$ cat src/design/rtss_consts.vh
// constants for the reset and test strap sampler
`ifndef RTSS_CONSTS_VH
`define RTSS_CONSTS_VH
`define RTSS_CLK_PERIOD_PS   8000
`define RTSS_SAMPLE_DELAY_PS 1500000
`define RTSS_SAMPLE_CYCLES   ((`RTSS_SAMPLE_DELAY_PS + `RTSS_CLK_PERIOD_PS - 1) / `RTSS_CLK_PERIOD_PS)
`define RTSS_TP_WIDTH        8
`define RTSS_CNT_WIDTH       8
`define RTSS_CFG_CYCLES      16
`define RTSS_ST_HOLD         2'h0
`define RTSS_ST_WAIT         2'h1
`define RTSS_ST_CFG          2'h2
`define RTSS_ST_RUN          2'h3
`endif

$ cat src/design/rtss_sync.v
// three-flop synchroniser with agreement filter, one per bit
`timescale 1ns/1ps
`default_nettype none
module rtss_sync #(
   parameter WIDTH = 1,
   parameter [WIDTH-1:0] INIT = {WIDTH{1'b0}}
)(
   input  wire             clk,
   input  wire             rst,
   input  wire [WIDTH-1:0] din,
   output reg  [WIDTH-1:0] dout
);
   reg [WIDTH-1:0] s1;
   reg [WIDTH-1:0] s2;
   reg [WIDTH-1:0] s3;
   genvar i;
   // ************************************************
   // per-bit chain; s1 feeds only s2
   // ************************************************
   generate
      for (i = 0; i < WIDTH; i = i + 1)
      begin : g_bit
         always @(posedge clk)
         begin
            if (rst)
            begin
               s1[i]   <= INIT[i];
               s2[i]   <= INIT[i];
               s3[i]   <= INIT[i];
               dout[i] <= INIT[i];
            end
            else
            begin
               s1[i] <= din[i];
               s2[i] <= s1[i];
               s3[i] <= s2[i];
               // a change counts only once second and third agree
               if (s2[i] == s3[i])
                  dout[i] <= s3[i];
            end
         end
      end
   endgenerate
endmodule // rtss_sync
`default_nettype wire

$ cat src/design/rtss_top.v
// reset handling and test-point strap sampling top level
//
// Behaviour
// [RULE_01] configuration sequence starts on low-to-high edge of the reset pin
// [RULE_02] while reset pin is low, every output stays inactive
// [RULE_03] reset driver releases pin only after supplies and clocks are stable
// [RULE_04] all eight test-point pins are undriven while reset pin is low
// [RULE_05] about 1.5 us after release, test points are sampled as mode selection
// [RULE_06] after sampling, test points become driven test outputs
// [RULE_07] any high sampled bit selects test mode; all low means normal
// [RULE_08] sampled selection is held until the reset pin is asserted again
`timescale 1ns/1ps
`default_nettype none
`include "rtss_consts.vh"
module rtss_top #(
   parameter TP_WIDTH   = `RTSS_TP_WIDTH,
   parameter CFG_CYCLES = `RTSS_CFG_CYCLES
)(
   input  wire                CLK,
   input  wire                RST,
   input  wire                POWER_ON_RESET_LOW,
   input  wire [TP_WIDTH-1:0] TEST_POINT_PIN_IN,
   input  wire [TP_WIDTH-1:0] TEST_POINT_OUT_DATA,
   output reg  [TP_WIDTH-1:0] TEST_POINT_PIN_OUT,
   output reg  [TP_WIDTH-1:0] TEST_POINT_PIN_OE,
   output reg  [TP_WIDTH-1:0] TEST_MODE_SEL,
   output reg                 TEST_MODE_ACTIVE,
   output reg                 CONFIG_START,
   output reg                 CONFIG_BUSY,
   output reg                 DEVICE_READY
);
   // ************************************************
   // timing
   // ************************************************
   // the wait rounds the sample delay up to whole clocks; both counts are
   // cut to the counter width on purpose, so a faster clock or a longer
   // config phase needs a wider counter in the constants header
   localparam integer SAMPLE_CYCLES_I = `RTSS_SAMPLE_CYCLES;
   localparam integer CFG_CYCLES_I    = CFG_CYCLES;
   localparam [`RTSS_CNT_WIDTH-1:0] SAMPLE_CNT = SAMPLE_CYCLES_I[`RTSS_CNT_WIDTH-1:0];
   localparam [`RTSS_CNT_WIDTH-1:0] CFG_CNT    = CFG_CYCLES_I[`RTSS_CNT_WIDTH-1:0];
   localparam [1:0] ST_HOLD = `RTSS_ST_HOLD;
   localparam [1:0] ST_WAIT = `RTSS_ST_WAIT;
   localparam [1:0] ST_CFG  = `RTSS_ST_CFG;
   localparam [1:0] ST_RUN  = `RTSS_ST_RUN;

   wire                       rst_pin;
   wire [TP_WIDTH-1:0]        tp_in;
   reg                        rst_pin_d;
   reg  [1:0]                 state;
   reg  [1:0]                 next_state;
   reg  [`RTSS_CNT_WIDTH-1:0] cnt;
   reg  [`RTSS_CNT_WIDTH-1:0] next_cnt;
   wire                       rise;
   wire                       sample_now;
   wire                       drive_pins;

   // ************************************************
   // pin synchronisers
   // ************************************************
   // reset pin comes up low so the block starts inactive
   rtss_sync #(.WIDTH(1), .INIT(1'b0)) u_sync_rst (
      .clk  (CLK),
      .rst  (RST),
      .din  (POWER_ON_RESET_LOW),
      .dout (rst_pin)
   );
   // test points idle low thanks to the weak pulldown
   rtss_sync #(.WIDTH(TP_WIDTH), .INIT({TP_WIDTH{1'b0}})) u_sync_tp (
      .clk  (CLK),
      .rst  (RST),
      .din  (TEST_POINT_PIN_IN),
      .dout (tp_in)
   );

   // edge detect on filtered reset pin
   always @(posedge CLK)
   begin
      if (RST)
         rst_pin_d <= 1'b0;
      else
         rst_pin_d <= rst_pin;
   end
   assign rise       = rst_pin & ~rst_pin_d;                 // [RULE_01]
   // sync latency adds a few cycles to the delay; well inside "about"
   assign sample_now = (state == ST_WAIT) && (cnt == SAMPLE_CNT - 8'h01);

   // ************************************************
   // sequencing state machine
   // ************************************************
   // relies on the driver releasing the pin only with clocks stable [RULE_03]
   always @*
   begin
      next_state = state;
      next_cnt   = cnt;
      case (state)
         ST_HOLD:
         begin
            next_cnt = 8'h00;
            if (rise)
               next_state = ST_WAIT;                         // [RULE_01]
         end
         ST_WAIT:
         begin
            next_cnt = cnt + 8'h01;
            if (sample_now)
            begin
               next_state = ST_CFG;                          // [RULE_05]
               next_cnt   = 8'h00;
            end
         end
         ST_CFG:
         begin
            next_cnt = cnt + 8'h01;
            if (cnt == CFG_CNT - 8'h01)
               next_state = ST_RUN;
         end
         ST_RUN:
            next_cnt = 8'h00;
         default:
         begin
            next_state = ST_HOLD;
            next_cnt   = 8'h00;
         end
      endcase
      // a reassertion at any point drops everything
      if (!rst_pin)
      begin
         next_state = ST_HOLD;                               // [RULE_02]
         next_cnt   = 8'h00;
      end
   end

   always @(posedge CLK)
   begin
      if (RST)
      begin
         state <= ST_HOLD;
         cnt   <= 8'h00;
      end
      else
      begin
         state <= next_state;
         cnt   <= next_cnt;
      end
   end

   // ************************************************
   // strap latch and pin drive
   // ************************************************
   // pins drive only once the selection has been captured; deciding on
   // next_state lets the drive start on the very edge that takes the strap
   assign drive_pins = (next_state == ST_CFG) || (next_state == ST_RUN);

   // the strap is taken once per release and then frozen, so a later
   // change on a test point cannot alter the selected mode
   always @(posedge CLK)
   begin
      if (RST)
      begin
         TEST_MODE_SEL    <= {TP_WIDTH{1'b0}};
         TEST_MODE_ACTIVE <= 1'b0;
      end
      else if (next_state == ST_HOLD)
      begin
         TEST_MODE_SEL    <= {TP_WIDTH{1'b0}};               // [RULE_08]
         TEST_MODE_ACTIVE <= 1'b0;                           // [RULE_02]
      end
      else if (sample_now)
      begin
         TEST_MODE_SEL    <= tp_in;                          // [RULE_05]
         TEST_MODE_ACTIVE <= |tp_in;                         // [RULE_07]
      end
   end

   // pins float while reset is held and during the wait before sampling
   always @(posedge CLK)
   begin
      if (RST)
      begin
         TEST_POINT_PIN_OE  <= {TP_WIDTH{1'b0}};
         TEST_POINT_PIN_OUT <= {TP_WIDTH{1'b0}};
      end
      else if (drive_pins)
      begin
         TEST_POINT_PIN_OE  <= {TP_WIDTH{1'b1}};             // [RULE_06]
         TEST_POINT_PIN_OUT <= TEST_POINT_OUT_DATA;
      end
      else
      begin
         // value forced low too, so a released pin carries no stale data
         TEST_POINT_PIN_OE  <= {TP_WIDTH{1'b0}};             // [RULE_04]
         TEST_POINT_PIN_OUT <= {TP_WIDTH{1'b0}};
      end
   end

   // ************************************************
   // status outputs
   // ************************************************
   // start is a single-cycle pulse; busy spans the wait and the config phase
   always @(posedge CLK)
   begin
      if (RST)
      begin
         CONFIG_START <= 1'b0;
         CONFIG_BUSY  <= 1'b0;
         DEVICE_READY <= 1'b0;
      end
      else if (next_state == ST_HOLD)
      begin
         CONFIG_START <= 1'b0;                               // [RULE_02]
         CONFIG_BUSY  <= 1'b0;
         DEVICE_READY <= 1'b0;
      end
      else
      begin
         CONFIG_START <= rise;                               // [RULE_01]
         CONFIG_BUSY  <= (next_state == ST_WAIT) || (next_state == ST_CFG);
         DEVICE_READY <= (next_state == ST_RUN);
      end
   end
endmodule // rtss_top
`default_nettype wire

$ cat config.mk
export PLATFORM = sky130hd
export DESIGN_NAME = rtss_top
export DESIGN_NICKNAME = d
export VERILOG_FILES = /design/src/design/rtss_sync.v /design/src/design/rtss_top.v
export VERILOG_INCLUDE_DIRS = /design/src /design/src/design
export SDC_FILE = /design/constraint.sdc
export NUM_CORES = 1
export LEC_CHECK = 0
export ABC_AREA = 1
export BUFFER_PORTS_ARGS = -buffer_cell sky130_fd_sc_hd__buf_4
export CAP_MARGIN = 20
export CORE_ASPECT_RATIO = 1.5
export CORE_UTILIZATION = 58
export DETAILED_ROUTE_END_ITERATION = 6
export MAX_ROUTING_LAYER = met4
export PLACE_DENSITY = 0.83
export SLEW_MARGIN = 20
export SYNTH_ARGS = -nofsm -noshare
export SYNTH_HDL_FRONTEND = slang
export SYNTH_SLANG_ARGS = --single-unit
$ cat constraint.sdc
create_clock -name CLK -period 3.26 [get_ports CLK]
set_input_delay 0.163 -clock CLK [delete_from_list [all_inputs] [get_ports CLK]]
set_output_delay 0.163 -clock CLK [all_outputs]
set_load 0.03 [all_outputs]
# Yosys cells after proc, flatten, opt, wreduce, memory -nomap -nowiden
# Index checks and enable logic that the tools add are counted.
totals:
  regBits: 75
  inputBits: 19
  out_inout_bits: 28
  elab_cells: 86
classes:
  addsub: 1
  n_eq_ne: 17
  muxes: 8
  n_bitwise: 4
  reduce_logical: 10
ops:
  columns: ["cell", "n"]
  rows:
  - ["case mux 8 bit (3 select lines)", 1]
  - ["2-to-1 mux 8 bit", 2]
  - ["equality test 1 bit", 9]
  - ["adder 8 x 1 -> 8 bit (second input constant)", 1]
  - ["equality test 2 bit (second input constant)", 4]
  - ["equality test 8 x 4 -> 1 bit (second input constant)", 1]
  - ["equality test 8 bit (second input constant)", 1]
  - ["2-to-1 mux 2 bit", 4]
  - ["OR reduction 2 bit", 4]
  - ["OR reduction 8 bit", 1]
  - ["case mux 2 bit (3 select lines)", 1]
  - ["equality test 2 x 1 -> 1 bit (second input constant)", 2]
  - ["zero test 2 bit", 2]
  - ["inverter 1 bit", 3]
  - ["logical OR 1 bit", 2]
  - ["bitwise AND 1 bit", 1]
  - ["logical AND 1 bit", 1]

# Longest topological paths before layout
# Gate-level depths: netlist of run 1.
logic_depth:
  word_depth: 9
  depth_mapped: 11
  ltp_nobuf: 10

# Modules after synthesis
# Synthesis of run 1 repeated with hierarchy kept, for this count alone.
unflattened:
  hier_cells: 282
  hier_area_um2: 2491.1
by_module_without_submodules:
  columns: ["module", "instances", "cells_each", "area_per_inst_um2", "seq_area_each_um2"]
  rows:
  - ["rtss_top", 1, 161, 1398.8, 640.6]
  - ["rtss_sync (u_sync_tp)", 1, 108, 970.9, 640.6]
  - ["rtss_sync (u_sync_rst)", 1, 13, 121.4, 80.1]

# Worst setup path after synthesis of run 1
# OpenSTA, ideal clock, no wires.
synth_timing:
  path_kind: "reg-to-reg"
  start: "reg cnt[0]"
  end: "reg TEST_MODE_SEL[1]"
  setup_ns: 0.118
  t_arrival_ns: 1.277
  required_ns: 3.142
  slack_ns: 1.865
  stages_incl_launch_ff: 11
  n_path_buf: 2
  synth_period_minus_slack_ns: 1.395
  cell_sequence: "dfxtp_1 > ha_1 > nand2_1 > nor2_2 > nand3_2 > buf_6 > nand2_2 > nand2_2 > nand2_4 > buf_12 > a21boi_2"
synth_via:
  elab_chain_len: 7
  word_cells_on_any_way: 9
  classes_between: "eq/ne: 2; mux: 4; reduce/logical: 3"
synth_rtl:
  columns: ["element", "line_no", "text"]
  rows:
  - ["start: declaration", "rtss_top.v:52", "reg [`RTSS_CNT_WIDTH-1:0] cnt;"]
  - ["start signal: assignment", "rtss_top.v:144", "cnt <= next_cnt;"]
  - ["equality test 8 bit", "rtss_top.v:86", "assign sample_now = (state == ST_WAIT) && (cnt == SAMPLE_CNT - 8'h01);"]
  - ["logical AND 1 bit", "rtss_top.v:86", null]
  - ["2-to-1 mux 2 bit", "rtss_top.v:106", "if (sample_now)"]
  - ["case mux 2 bit (3 select lines)", "rtss_top.v:96", "case (state)"]
  - ["2-to-1 mux 2 bit", "rtss_top.v:127", "if (!rst_pin)"]
  - ["zero test 2 bit", "rtss_top.v:164", "else if (next_state == ST_HOLD)"]
  - ["OR reduction 2 bit (no source line)", null, null]
  - ["end signal: assignment", "rtss_top.v:161", "TEST_MODE_SEL <= {TP_WIDTH{1'b0}};"]
  - ["end signal: assignment", "rtss_top.v:166", "TEST_MODE_SEL <= {TP_WIDTH{1'b0}};"]
  - ["end signal: assignment", "rtss_top.v:171", "TEST_MODE_SEL <= tp_in;"]
  - ["end: declaration", "rtss_top.v:26", "output reg [TP_WIDTH-1:0] TEST_MODE_SEL,"]
# Parallel ways exist; a longest one is shown, timed or not.
# A chain may end at the register's enable or synchronous reset.

# Worst setup path after layout of run 1
layout_timing:
  start: "reg cnt[0]"
  end: "reg CONFIG_BUSY"
layout_via:
  elab_chain_len: 7
  word_cells_on_any_way: 12
  classes_between: "eq/ne: 4; mux: 4; reduce/logical: 4"
layout_rtl:
  columns: ["element", "line_no", "text"]
  rows:
  - ["equality test 8 bit", "rtss_top.v:86", null]
  - ["logical AND 1 bit", "rtss_top.v:86", null]
  - ["2-to-1 mux 2 bit", "rtss_top.v:106", null]
  - ["case mux 2 bit (3 select lines) (*)", "rtss_top.v:96", null]
  - ["2-to-1 mux 2 bit (*)", "rtss_top.v:127", null]
  - ["equality test 2 x 1 -> 1 bit (tied with other cells)", "rtss_top.v:218", "CONFIG_BUSY <= (next_state == ST_WAIT) || (next_state == ST_CFG);"]
  - ["logical OR 1 bit / OR reduction 2 bit (equally long branches)", null, null]
  - ["end signal: assignment", "rtss_top.v:218", null]
  - ["end: declaration", "rtss_top.v:29", "output reg CONFIG_BUSY,"]
# Mark *: on every way between the ends. The rest lies on a longest branch, timed or not.

==> flow_summary.rst, run 1 <==
.. list-table::
   :header-rows: 1

   * - Metric
     - Value
   * - Most used routing layer
     - met2
   * - Worst hold path type
     - input port to flip-flop
   * - Max Buffers Root-to-Sink
     - 2
   * - Commonest non-fill, non-tap cell in the layout
     - sky130_fd_sc_hd__dfxtp_1
   * - Number of nets in the synthesized netlist
     - roughly 300
   * - Post-synth EDFFs
     - 0
   * - Layout cell share with drive strength beyond 1
     - 0.256
   * - Type of the worst setup path
     - flip-flop to flip-flop
   * - Antenna Diode Count
     - 0
   * - CP Launch Type
     - flip-flop
   * - Post-route DRC
     - 0
   * - Maximum number of pins on one net before global-route repair
     - 32
   * - Power density over the cells
     - 540 nW/um2
   * - M1 GR Usage
     - 0.182
   * - Sequential share of the synthesized area
     - 0.557
   * - Ratio of routed vias to standard cells
     - roughly 4.8
   * - Average routed wire per standard cell
     - approximately 12 um
   * - Dominant synthesized flop cell
     - sky130_fd_sc_hd__dfxtp_1
   * - Total global-route track usage
     - 0.231
   * - Ys async rst share
     - 0
   * - Static power due to leakage
     - roughly 1.3 nW
   * - Most area-consuming cells after synthesis
     - sky130_fd_sc_hd__dfxtp_1 (56%), sky130_fd_sc_hd__nor2_1 (9.8%), sky130_fd_sc_hd__inv_1 (8.8%)
   * - Starting utilization of the core area
     - 0.612
   * - Cell count after synthesis
     - 281
   * - I/O pin count
     - 47
   * - Largest fanout on the critical path
     - 22
   * - Area inside the core boundary
     - 3990 um2
   * - Layout-stage area growth over the synthesis result
     - 19.6%
   * - Post-CTS setup buffer count
     - 0
   * - Achievable clock frequency
     - 409 MHz
   * - GR met2 Demand/Resource
     - 0.434
   * - Synth warn
     - 0
   * - Antenna violations before repair
     - 0
   * - Distinct cell type count after synthesis
     - 27
   * - Most used cells in the layout excluding fill and tap cells
     - sky130_fd_sc_hd__dfxtp_1 (68), sky130_fd_sc_hd__nor2_1 (64), sky130_fd_sc_hd__inv_1 (57)
   * - Mean instance size in the synthesized netlist
     - 8.70 um2
   * - Number of cells in the finished layout apart from fillers
     - 373
   * - Overall die width
     - 55.0 um
   * - Unrepaired setup endpoints after global routing
     - no
   * - Final ANT Viol Nets
     - 0
   * - Final sum of negative setup slack
     - 0 ps
   * - Total power consumption of the routed design
     - 1.58 mW
   * - Cell taking the most area after synthesis
     - sky130_fd_sc_hd__dfxtp_1
   * - Fin. max-slew vios
     - 0
   * - Area of the die
     - 4480 um2
   * - Number of global-route vias before repair
     - between 1.5k and 2k
   * - Total standard cell area after synthesis
     - 2440 um2
   * - Root buffer cell
     - sky130_fd_sc_hd__clkbuf_8
   * - Outcome
     - finished, final reports clean
   * - Inst Count DP
     - 357
   * - Critical path required time
     - 3540 ps
   * - Peak supply drop
     - 0.000449 V
   * - Clock sink count
     - between 60 and 70
   * - Setup violations, final
     - 0
   * - Final HPWL DP
     - 3.02 mm
   * - Post-route clock period utilization
     - 0.751
   * - Sort of element at the end of the critical path
     - flip-flop
   * - Max-cap violations
     - 0
   * - Number of nets at the end of the flow
     - 343
   * - Total number of vias
     - roughly 1.8k
   * - Area share of the leading cell type in the synthesized netlist
     - 0.557
   * - Maximum level of the CTS H-tree
     - 3
   * - Actual transition at the worst max-transition pin
     - 961 ps
   * - Global routing met3 resource utilization
     - 0.0685
   * - Core Rows
     - 28
   * - Final count of hold timing violations
     - 0
   * - Total of buffers placed on input and output ports
     - 46
   * - Clock Latency Late Sink
     - 340 ps
   * - Critical path arrival
     - around 2700 ps
   * - Number of CTS-inserted buffers
     - 9
   * - Clock slew at the register clock pins of the worst setup and hold paths
     - 70 ps
   * - Global-route wire length before repair
     - just under 7 mm
   * - CTS tree
     - yes
   * - Time the worst path needs with I/O delays and setup
     - 2450 ps
   * - Gpl congestion
     - 0.750
   * - Relative slew margins
     - 0.358
   * - CTS-repair resized insts
     - 0
   * - Total global routing overflow
     - 0
   * - First drt pass iteration count
     - 4
   * - Total routed wirelength
     - ~4.4 mm
   * - Setup clock skew after layout
     - 7.07 ps
   * - Initial DRC count
     - 20
   * - Total of flip-flops plus latches after synthesis
     - a little under 70
   * - Cts hold-fix bufs
     - 0
   * - Chip Height
     - ~80 um
   * - Number of fill cells
     - 310
[metal layers]
layer / wire (um) / up-vias
li1: - / 915
met1: 1540 / 820
met2: 2530 / 38
met3: 165 / 13
met4: 132 / 0
met5: 0 / -
[final timing paths]
check | start | endpoint | slack (ps) | depth (start not counted)
min | TEST_POINT_PIN_IN[1] | u_sync_tp.s1[1] | 30 | 3
max | cnt[0] | CONFIG_BUSY | 810 | 9
min reg2reg | u_sync_tp.s1[5] | u_sync_tp.s2[5] | 400 | 2
max reg2reg | cnt[0] | CONFIG_BUSY | 810 | 9
[layout make-up]
class / count / area, um2 / area share
clock buffers: 13 / 159 / 0.0544
clock inverters: 3 / 45.0 / 0.0154
inverters: 57 / 214 / 0.0732
multi-input cells: 141 / 742 / 0.254
flip-flops and latches: 68 / 1360 / 0.466
well taps: 45 / 56.3 / 0.0193
repair buffers: 46 / 345 / 0.118
[critical path, stage by stage, from the launching register on]
cell and delay [ps]:
sky130_fd_sc_hd__dfxtp_1 350, sky130_fd_sc_hd__ha_1 220, sky130_fd_sc_hd__nand2_1 80, sky130_fd_sc_hd__nor2_2 140
sky130_fd_sc_hd__nand3_2 390, sky130_fd_sc_hd__nand2_1 240, sky130_fd_sc_hd__nand2_1 580, sky130_fd_sc_hd__nand2_1 260
sky130_fd_sc_hd__nand2_1 80, sky130_fd_sc_hd__inv_1 50
[synth_stat cells, types with 3 or more instances]
cell,instances
sky130_fd_sc_hd__inv_1,57
sky130_fd_sc_hd__nor2_1,64
sky130_fd_sc_hd__a21boi_2,8
sky130_fd_sc_hd__a21oi_1,10
sky130_fd_sc_hd__o21ai_0,8
sky130_fd_sc_hd__o21ai_2,8
sky130_fd_sc_hd__clkbuf_1,3
sky130_fd_sc_hd__nand2_1,20
sky130_fd_sc_hd__nand4_1,3
sky130_fd_sc_hd__xnor2_1,3
sky130_fd_sc_hd__buf_4,7
sky130_fd_sc_hd__dfxtp_1,68
[power by group]
group / switching (mW) / total (mW) / internal [mW]
Combinational: 0.0184 / 0.0390 / 0.0206
Sequential: 0.00596 / 0.850 / 0.844
Clock: 0.295 / 0.690 / 0.396
[per-stage QoR]
step / setup WS, ps / util / hold slack, ps / cell area (um2)
3_5_place_dp: 911 / 0.681 / 372 / 2720
5_1_grt: 622 / 0.732 / 18.2 / 2920
4_1_cts: 814 / 0.732 / 15.8 / 2920
3_3_place_gp: 1060 / 0.681 / 362 / 2720
6_report: 813 / 0.732 / 25.5 / 2920
2_1_floorplan: 1860 / - / 245 / 2440
[registers in the layout, indices dropped and copies added (netlist names), 2 cells and up]
signal / cells
TEST_MODE_SEL: 8
u_sync_tp.s3: 8
TEST_POINT_PIN_OUT: 8
cnt: 8
u_sync_tp.dout: 8
state: 2
u_sync_tp.s2: 8
u_sync_tp.s1: 8
[kinds of logic after synthesis]
family / Yosys count / synth area share
buf+inv: 72 / 0.139
simple gates: 95 / 0.160
compound gates: 40 / 0.121
fa+ha+maj: 1 / 0.00512
xor+xnor: 5 / 0.0179
flops: 68 / 0.557
Note: power is estimated with default switching activity, not from simulation.
==> run 2: changes to the inputs <==
--- a/config.mk
+++ b/config.mk
@@ -6,14 +6,14 @@
 export SDC_FILE = /design/constraint.sdc
 export NUM_CORES = 1
 export LEC_CHECK = 0
-export ABC_AREA = 1
+export ABC_AREA = 0
 export BUFFER_PORTS_ARGS = -buffer_cell sky130_fd_sc_hd__buf_4
 export CAP_MARGIN = 20
 export CORE_ASPECT_RATIO = 1.5
-export CORE_UTILIZATION = 58
+export CORE_UTILIZATION = 53
 export DETAILED_ROUTE_END_ITERATION = 6
 export MAX_ROUTING_LAYER = met4
-export PLACE_DENSITY = 0.83
+export PLACE_DENSITY = 0.77
 export SLEW_MARGIN = 20
 export SYNTH_ARGS = -nofsm -noshare
 export SYNTH_HDL_FRONTEND = slang
==> constraint.sdc (replaced) <==
create_clock -name CLK -period 2.3 [get_ports CLK]
set_input_delay 0.115 -clock CLK [delete_from_list [all_inputs] [get_ports CLK]]
set_output_delay 0.115 -clock CLK [all_outputs]
set_load 0.03 [all_outputs]
==> run 2 against run 1 <==
Compared with the run above:
- register-to-register slack got worse by 490 ps
- sequential cell count unchanged
- synthesized cell count decreased by 19%
- largest cell class unchanged
- largest power group unchanged
==> flow_summary.rst, run 2 <==
.. list-table::
   :header-rows: 1

   * - Metric
     - Value
   * - Maximum level of the CTS H-tree
     - 3
   * - Setup violations, final
     - 0
   * - Setup clock skew after layout
     - 8.59 ps
   * - Average routed wire per standard cell
     - 12.7 um
   * - Number of nets at the end of the flow
     - 294
   * - Unrepaired setup endpoints after global routing
     - no
   * - Distinct cell type count after synthesis
     - 33
   * - Actual transition at the worst max-transition pin
     - 922 ps
   * - Cts hold-fix bufs
     - 6
   * - Cell count after synthesis
     - 229
   * - Root buffer cell
     - sky130_fd_sc_hd__clkbuf_8
   * - Antenna Diode Count
     - 0
   * - Final count of hold timing violations
     - 0
   * - Post-route DRC
     - 0
   * - Post-route clock period utilization
     - 0.859
   * - Static power due to leakage
     - 1.10 nW
   * - Final hold slack
     - 9.84 ps
   * - Starting utilization of the core area
     - 0.552
   * - Total number of vias
     - 1775
   * - Worst hold path type
     - input port to flip-flop
   * - Crit-path max cell delay
     - roughly 750 ps
   * - Area of the die
     - about 4700 um2
   * - Critical path arrival
     - 2150 ps
   * - Dominant synthesized flop cell
     - sky130_fd_sc_hd__dfxtp_1
   * - I/O pin count
     - 47
   * - Clock Latency Late Sink
     - 330 ps
   * - Number of global-route vias before repair
     - approximately 1.7k
   * - CP Launch Type
     - flip-flop
   * - Number of CTS-inserted buffers
     - 9
   * - Worst Hold Depth
     - 2
   * - Sort of element at the end of the critical path
     - flip-flop
   * - Clock sink count
     - 68
   * - Initial DRC count
     - 53
   * - Outcome
     - finished, final reports clean
   * - Number of nets in the synthesized netlist
     - 249
   * - Power density over the cells
     - 749 nW/um2
   * - Worst reg2reg path depth
     - 4
   * - Achievable clock frequency
     - 506 MHz
   * - Critical-path cell with the highest stage delay
     - sky130_fd_sc_hd__a31oi_1
   * - Cell with the most instances after synthesis
     - sky130_fd_sc_hd__dfxtp_1
   * - Core Rows
     - 29
   * - Total of buffers placed on input and output ports
     - 46
   * - Antenna violations before repair
     - 0
   * - Maximum number of pins on one net before global-route repair
     - 39
   * - Gpl congestion
     - just under 0.8
   * - Post-CTS setup buffer count
     - 0
   * - Cells traversed along the worst timing path
     - ha_1, and4bb_1, a31oi_1, nor3b_1
   * - Final sum of negative setup slack
     - 0 ps
   * - Layout-stage area growth over the synthesis result
     - 23.9%
   * - Sequential share of the synthesized area
     - 0.581
   * - Total routed wirelength
     - 4.10 mm
   * - Fin. max-slew vios
     - 0
   * - Ranking of synthesized cells by instance count
     - sky130_fd_sc_hd__dfxtp_1 (68), sky130_fd_sc_hd__nor2b_1 (28), sky130_fd_sc_hd__a21oi_1 (19), sky130_fd_sc_hd__o21ai_0 (12), sky130_fd_sc_hd__nand2_1 (11)
   * - First drt pass iteration count
     - 4
   * - Ratio of routed vias to standard cells
     - about 5.5
   * - CTS-repair resized insts
     - 0
   * - Area share of the leading cell type in the synthesized netlist
     - 0.581
   * - Most area-consuming cells after synthesis
     - sky130_fd_sc_hd__dfxtp_1 (58%), sky130_fd_sc_hd__nor2b_1 (7.5%), sky130_fd_sc_hd__a21oi_1 (4.1%)
   * - Synth warn
     - 0
   * - Total standard cell area after synthesis
     - 2340 um2
   * - Commonest non-fill, non-tap cell in the layout
     - sky130_fd_sc_hd__dfxtp_1
   * - Time the worst path needs with I/O delays and setup
     - 1980 ps
   * - Chip Height
     - 83.4 um
   * - Total of flip-flops plus latches after synthesis
     - 68
   * - Largest fanout on the critical path
     - 11
   * - Mean instance size in the synthesized netlist
     - a little over 10 um2
   * - Cell taking the most area after synthesis
     - sky130_fd_sc_hd__dfxtp_1
   * - Type of the worst setup path
     - flip-flop to flip-flop
   * - Max-cap violations
     - 0
   * - Layout cell share with drive strength beyond 1
     - 0.227
   * - Overall die width
     - 56.3 um
   * - Critical path required time
     - 2470 ps
   * - Post-synth EDFFs
     - 0
   * - CTS tree
     - yes
   * - Total global routing overflow
     - 0
   * - Relative slew margins
     - 0.383
   * - Global-route wire length before repair
     - 7.00 mm
   * - Clock slew at the register clock pins of the worst setup and hold paths
     - ~70 ps
   * - Max Buffers Root-to-Sink
     - 2
   * - Ys async rst share
     - 0
   * - Most used cells in the layout excluding fill and tap cells
     - sky130_fd_sc_hd__dfxtp_1 (68), sky130_fd_sc_hd__buf_4 (49), sky130_fd_sc_hd__nor2b_1 (28)
   * - Final ANT Viol Nets
     - 0
   * - Peak supply drop
     - 0.000606 V
   * - Final HPWL DP
     - 2.79 mm
   * - Total global-route track usage
     - 0.197
   * - Area inside the core boundary
     - 4250 um2
run 2: worst paths after layout:
path	to	slack, ps	from
worst max-delay path	TEST_POINT_PIN_OUT[3]	320	cnt[0]
worst min-delay path	u_sync_tp.s1[3]	10	TEST_POINT_PIN_IN[3]
worst max register to register	TEST_POINT_PIN_OUT[3]	320	cnt[0]
worst min register to register	CONFIG_START	420	rst_pin_d
run 2: area by class of cell:
| class | instances | area [um2] |
|---|---|---|
| fill | 355 | 1340 |
| tap | 46 | 57.6 |
| inverter | 3 | 11.3 |
| sequential | 68 | 1360 |
| clock buffer | 13 | 149 |
| multi-input combinational | 137 | 860 |
| clock inverter | 2 | 35.0 |
| timing repair buffer | 55 | 428 |
run 2: report_power, final:
group	switching [mW]	internal (mW)	leakage (nW)
sequential	0.00703	1.20	0.552
clock	0.388	0.524	0.0935
combinational	0.0176	0.0385	0.451
total	0.413	1.76	1.10
run 2: worst max-delay path: cells and delay by family (launching register included):
family	cells	cell delay, ps
and+or+nand+nor	2	460
adders and majority gates	1	260
DFF	1	340
AOI/OAI and AO/OA	1	750
run 2: logic make-up (layout without fill, tap and decap cells):
kind of cell	Yosys count	in the layout	synth area share
flip-flops	68	68	0.581
buffers and inverters	24	73	0.0518
AO/OA/AOI/OAI	55	55	0.147
adder cells (fa/ha/maj)	1	1	0.00534
AND/OR/NAND/NOR	78	78	0.203
XOR/XNOR	3	3	0.0112
run 2: through the flow:
stage	cells	utilization	instance area, um2	total power [mW]	worst slack, ps
3_3_place_gp	303	0.626	2660	1.28	386
2_1_floorplan	229	-	2340	1.25	795
5_1_grt	324	0.683	2900	2.25	206
3_5_place_dp	303	0.626	2660	1.28	322
4_1_cts	324	0.683	2900	2.20	315
6_report	324	0.683	2900	2.17	324
run 2: layer usage:
metal | vias to the layer above | part of all wire | global-route usage
met5 | - | 0 | -
met4 | 0 | 0.018 | 0.115
met3 | 6 | 0.038 | 0.0405
met2 | 43 | 0.55 | 0.356
met1 | 834 | 0.40 | 0.188
li1 | 892 | - | -
==> run 3: changes to the inputs <==
--- a/config.mk
+++ b/config.mk
@@ -14,6 +14,7 @@
 export DETAILED_ROUTE_END_ITERATION = 6
 export MAX_ROUTING_LAYER = met4
 export PLACE_DENSITY = 0.77
+export RECOVER_POWER = 100
 export SLEW_MARGIN = 20
 export SYNTH_ARGS = -nofsm -noshare
 export SYNTH_HDL_FRONTEND = slang
==> constraint.sdc (replaced) <==
create_clock -name CLK -period 2.3 [get_ports CLK]
set_input_delay 0.46 -clock CLK [delete_from_list [all_inputs] [get_ports CLK]]
set_output_delay 0.46 -clock CLK [all_outputs]
set_load 0.03 [all_outputs]
==> run 3 against run 2 <==
Compared with the run above:
- worst hold slack improved by 320 ps
- highest routed layer unchanged
- combinational power fell by 15%
- core utilization shrank 3.7 points
- setup slack got worse by 56 ps
- sequential cell count stayed put
==> flow_summary.rst, run 3 (synthesis gave the netlist of run 2 again) <==
.. list-table::
   :header-rows: 1

   * - Metric
     - Value
   * - CP Launch Type
     - input port
   * - Number of global-route vias before repair
     - 1633
   * - Area inside the core boundary
     - 4250 um2
   * - Root buffer cell
     - sky130_fd_sc_hd__clkbuf_8
   * - Critical path arrival
     - ~2200 ps
   * - Sort of element at the end of the critical path
     - flip-flop
   * - Fin. max-slew vios
     - 0
   * - Final HPWL DP
     - 2.71 mm
   * - CTS tree
     - yes
   * - Power density over the cells
     - 811 nW/um2
   * - Static power due to leakage
     - between 0.9 and 1 nW
   * - Critical path required time
     - 2480 ps
   * - Setup clock skew after layout
     - 5.05 ps
   * - Maximum number of pins on one net before global-route repair
     - 39
   * - Antenna Diode Count
     - 0
   * - Commonest non-fill, non-tap cell in the layout
     - sky130_fd_sc_hd__dfxtp_1
   * - Final sum of negative setup slack
     - 0 ps
   * - Total routed wirelength
     - 4.16 mm
   * - CTS-repair resized insts
     - 0
   * - Inst Count DP
     - roughly 300
   * - First drt pass iteration count
     - 4
   * - Final count of hold timing violations
     - 0
   * - Final hold slack
     - between 300 and 400 ps
   * - Outcome
     - finished, final reports clean
   * - Unrepaired setup endpoints after global routing
     - no
   * - Total power consumption of the routed design
     - 2.23 mW
   * - Number of nets at the end of the flow
     - between 200 and 300
   * - Post-CTS setup buffer count
     - 0
   * - Ratio of routed vias to standard cells
     - around 5.5
   * - Post-route clock period utilization
     - 0.884
   * - Layout cell share with drive strength beyond 1
     - 0.132
   * - Achievable clock frequency
     - 492 MHz
   * - Total number of vias
     - 1743
   * - Gpl congestion
     - 0.792
   * - Final instance area
     - 2740 um2
   * - Area of the die
     - roughly 4700 um2
   * - Worst hold path type
     - input port to flip-flop
   * - Time the worst path needs with I/O delays and setup
     - 2030 ps
   * - Type of the worst setup path
     - input port to flip-flop
   * - Max-cap violations
     - 0
   * - Max Buffers Root-to-Sink
     - 2
   * - Initial DRC count
     - 39
   * - Chip Height
     - 83.4 um
   * - Final ANT Viol Nets
     - 0
   * - Actual transition at the worst max-transition pin
     - roughly 1500 ps
   * - Global-route wire length before repair
     - 6.82 mm
   * - Clock sink count
     - 68
   * - Peak supply drop
     - 0.000615 V
   * - I/O pin count
     - 47
   * - Cts hold-fix bufs
     - 0
   * - Setup violations, final
     - 0
   * - Layout-stage area growth over the synthesis result
     - 17.1%
   * - Maximum level of the CTS H-tree
     - 3
   * - Total global-route track usage
     - 0.194
   * - Relative slew margins
     - 0.0268
   * - Largest fanout on the critical path
     - 38
   * - Clock Latency Late Sink
     - ~330 ps
   * - Clock slew at the register clock pins of the worst setup and hold paths
     - 70 ps
   * - Core Rows
     - 29
   * - Antenna violations before repair
     - 0
   * - Total of buffers placed on input and output ports
     - 46
   * - Starting utilization of the core area
     - 0.552
   * - Number of cells in the finished layout apart from fillers
     - 319
   * - Average routed wire per standard cell
     - between 10 and 15 um
   * - Number of CTS-inserted buffers
     - 9
   * - Most used cells in the layout excluding fill and tap cells
     - sky130_fd_sc_hd__dfxtp_1 (68), sky130_fd_sc_hd__clkbuf_1 (30), sky130_fd_sc_hd__nor2b_1 (28)
   * - Total global routing overflow
     - 0
   * - Post-detailed-placement cell area
     - between 2000 and 3000 um2
   * - Overall die width
     - roughly 56 um
   * - Post-route DRC
     - 0
-- run 3: cell count changes in the layout (fill, tap and decap cells not counted), sizes merged --
cell,change
buf,-30
clkinvlp,+1
clkinv,+1
clkbuf,+29
dlygate4sd3,-6
-- run 3: area by class of cell --
type                    count  area (um2)
clock buffers              12         155
clock inverters             4        47.5
fillers                   395        1500
inverters                   3        11.3
multi-input cells         137         855
flip-flops and latches     68        1360
well taps                  46        57.6
repair buffers             49         256
-- run 3: report_power, final --
part / internal [mW] / switching, mW / total [mW]
clock: 0.556 / 0.418 / 0.974
combinational: 0.0313 / 0.0161 / 0.0475
sequential: 1.20 / 0.00699 / 1.20
total: 1.78 / 0.441 / 2.23
-- run 3: path summary, 6_finish.rpt --
check                                     startpoint               endpoint  slack (ps)  depth (start not counted)
worst max-delay path                             RST  TEST_POINT_PIN_OUT[7]         270                          4
worst min-delay path            TEST_POINT_PIN_IN[4]        u_sync_tp.s1[4]         330                          2
worst max register to register                cnt[0]  TEST_POINT_PIN_OUT[7]         340                          4
worst min register to register         u_sync_rst.s1          u_sync_rst.s2         440                          1
-- run 3: critical path, stage by stage --
cell and delay [ps]:
sky130_fd_sc_hd__clkbuf_1 1030, sky130_fd_sc_hd__nand2b_1 230, sky130_fd_sc_hd__clkbuf_2 370, sky130_fd_sc_hd__nor3b_1 100
-- run 3: through the flow --
stage | setup slack (ps) | util
after detailed placement | 324 | 0.626
final | 268 | 0.646
after floorplan | 795 | -
after global routing | 85.8 | 0.646
after CTS | 300 | 0.674
after global placement | 385 | 0.626
-- run 3: routing by layer --
metal  global-route usage  share of wire  vias up
met1                0.193           0.40      801
met3               0.0732          0.058       11
met5                    -              0        -
li1                     -              -      882
met4                0.113          0.027        0
met2                0.318           0.51       49
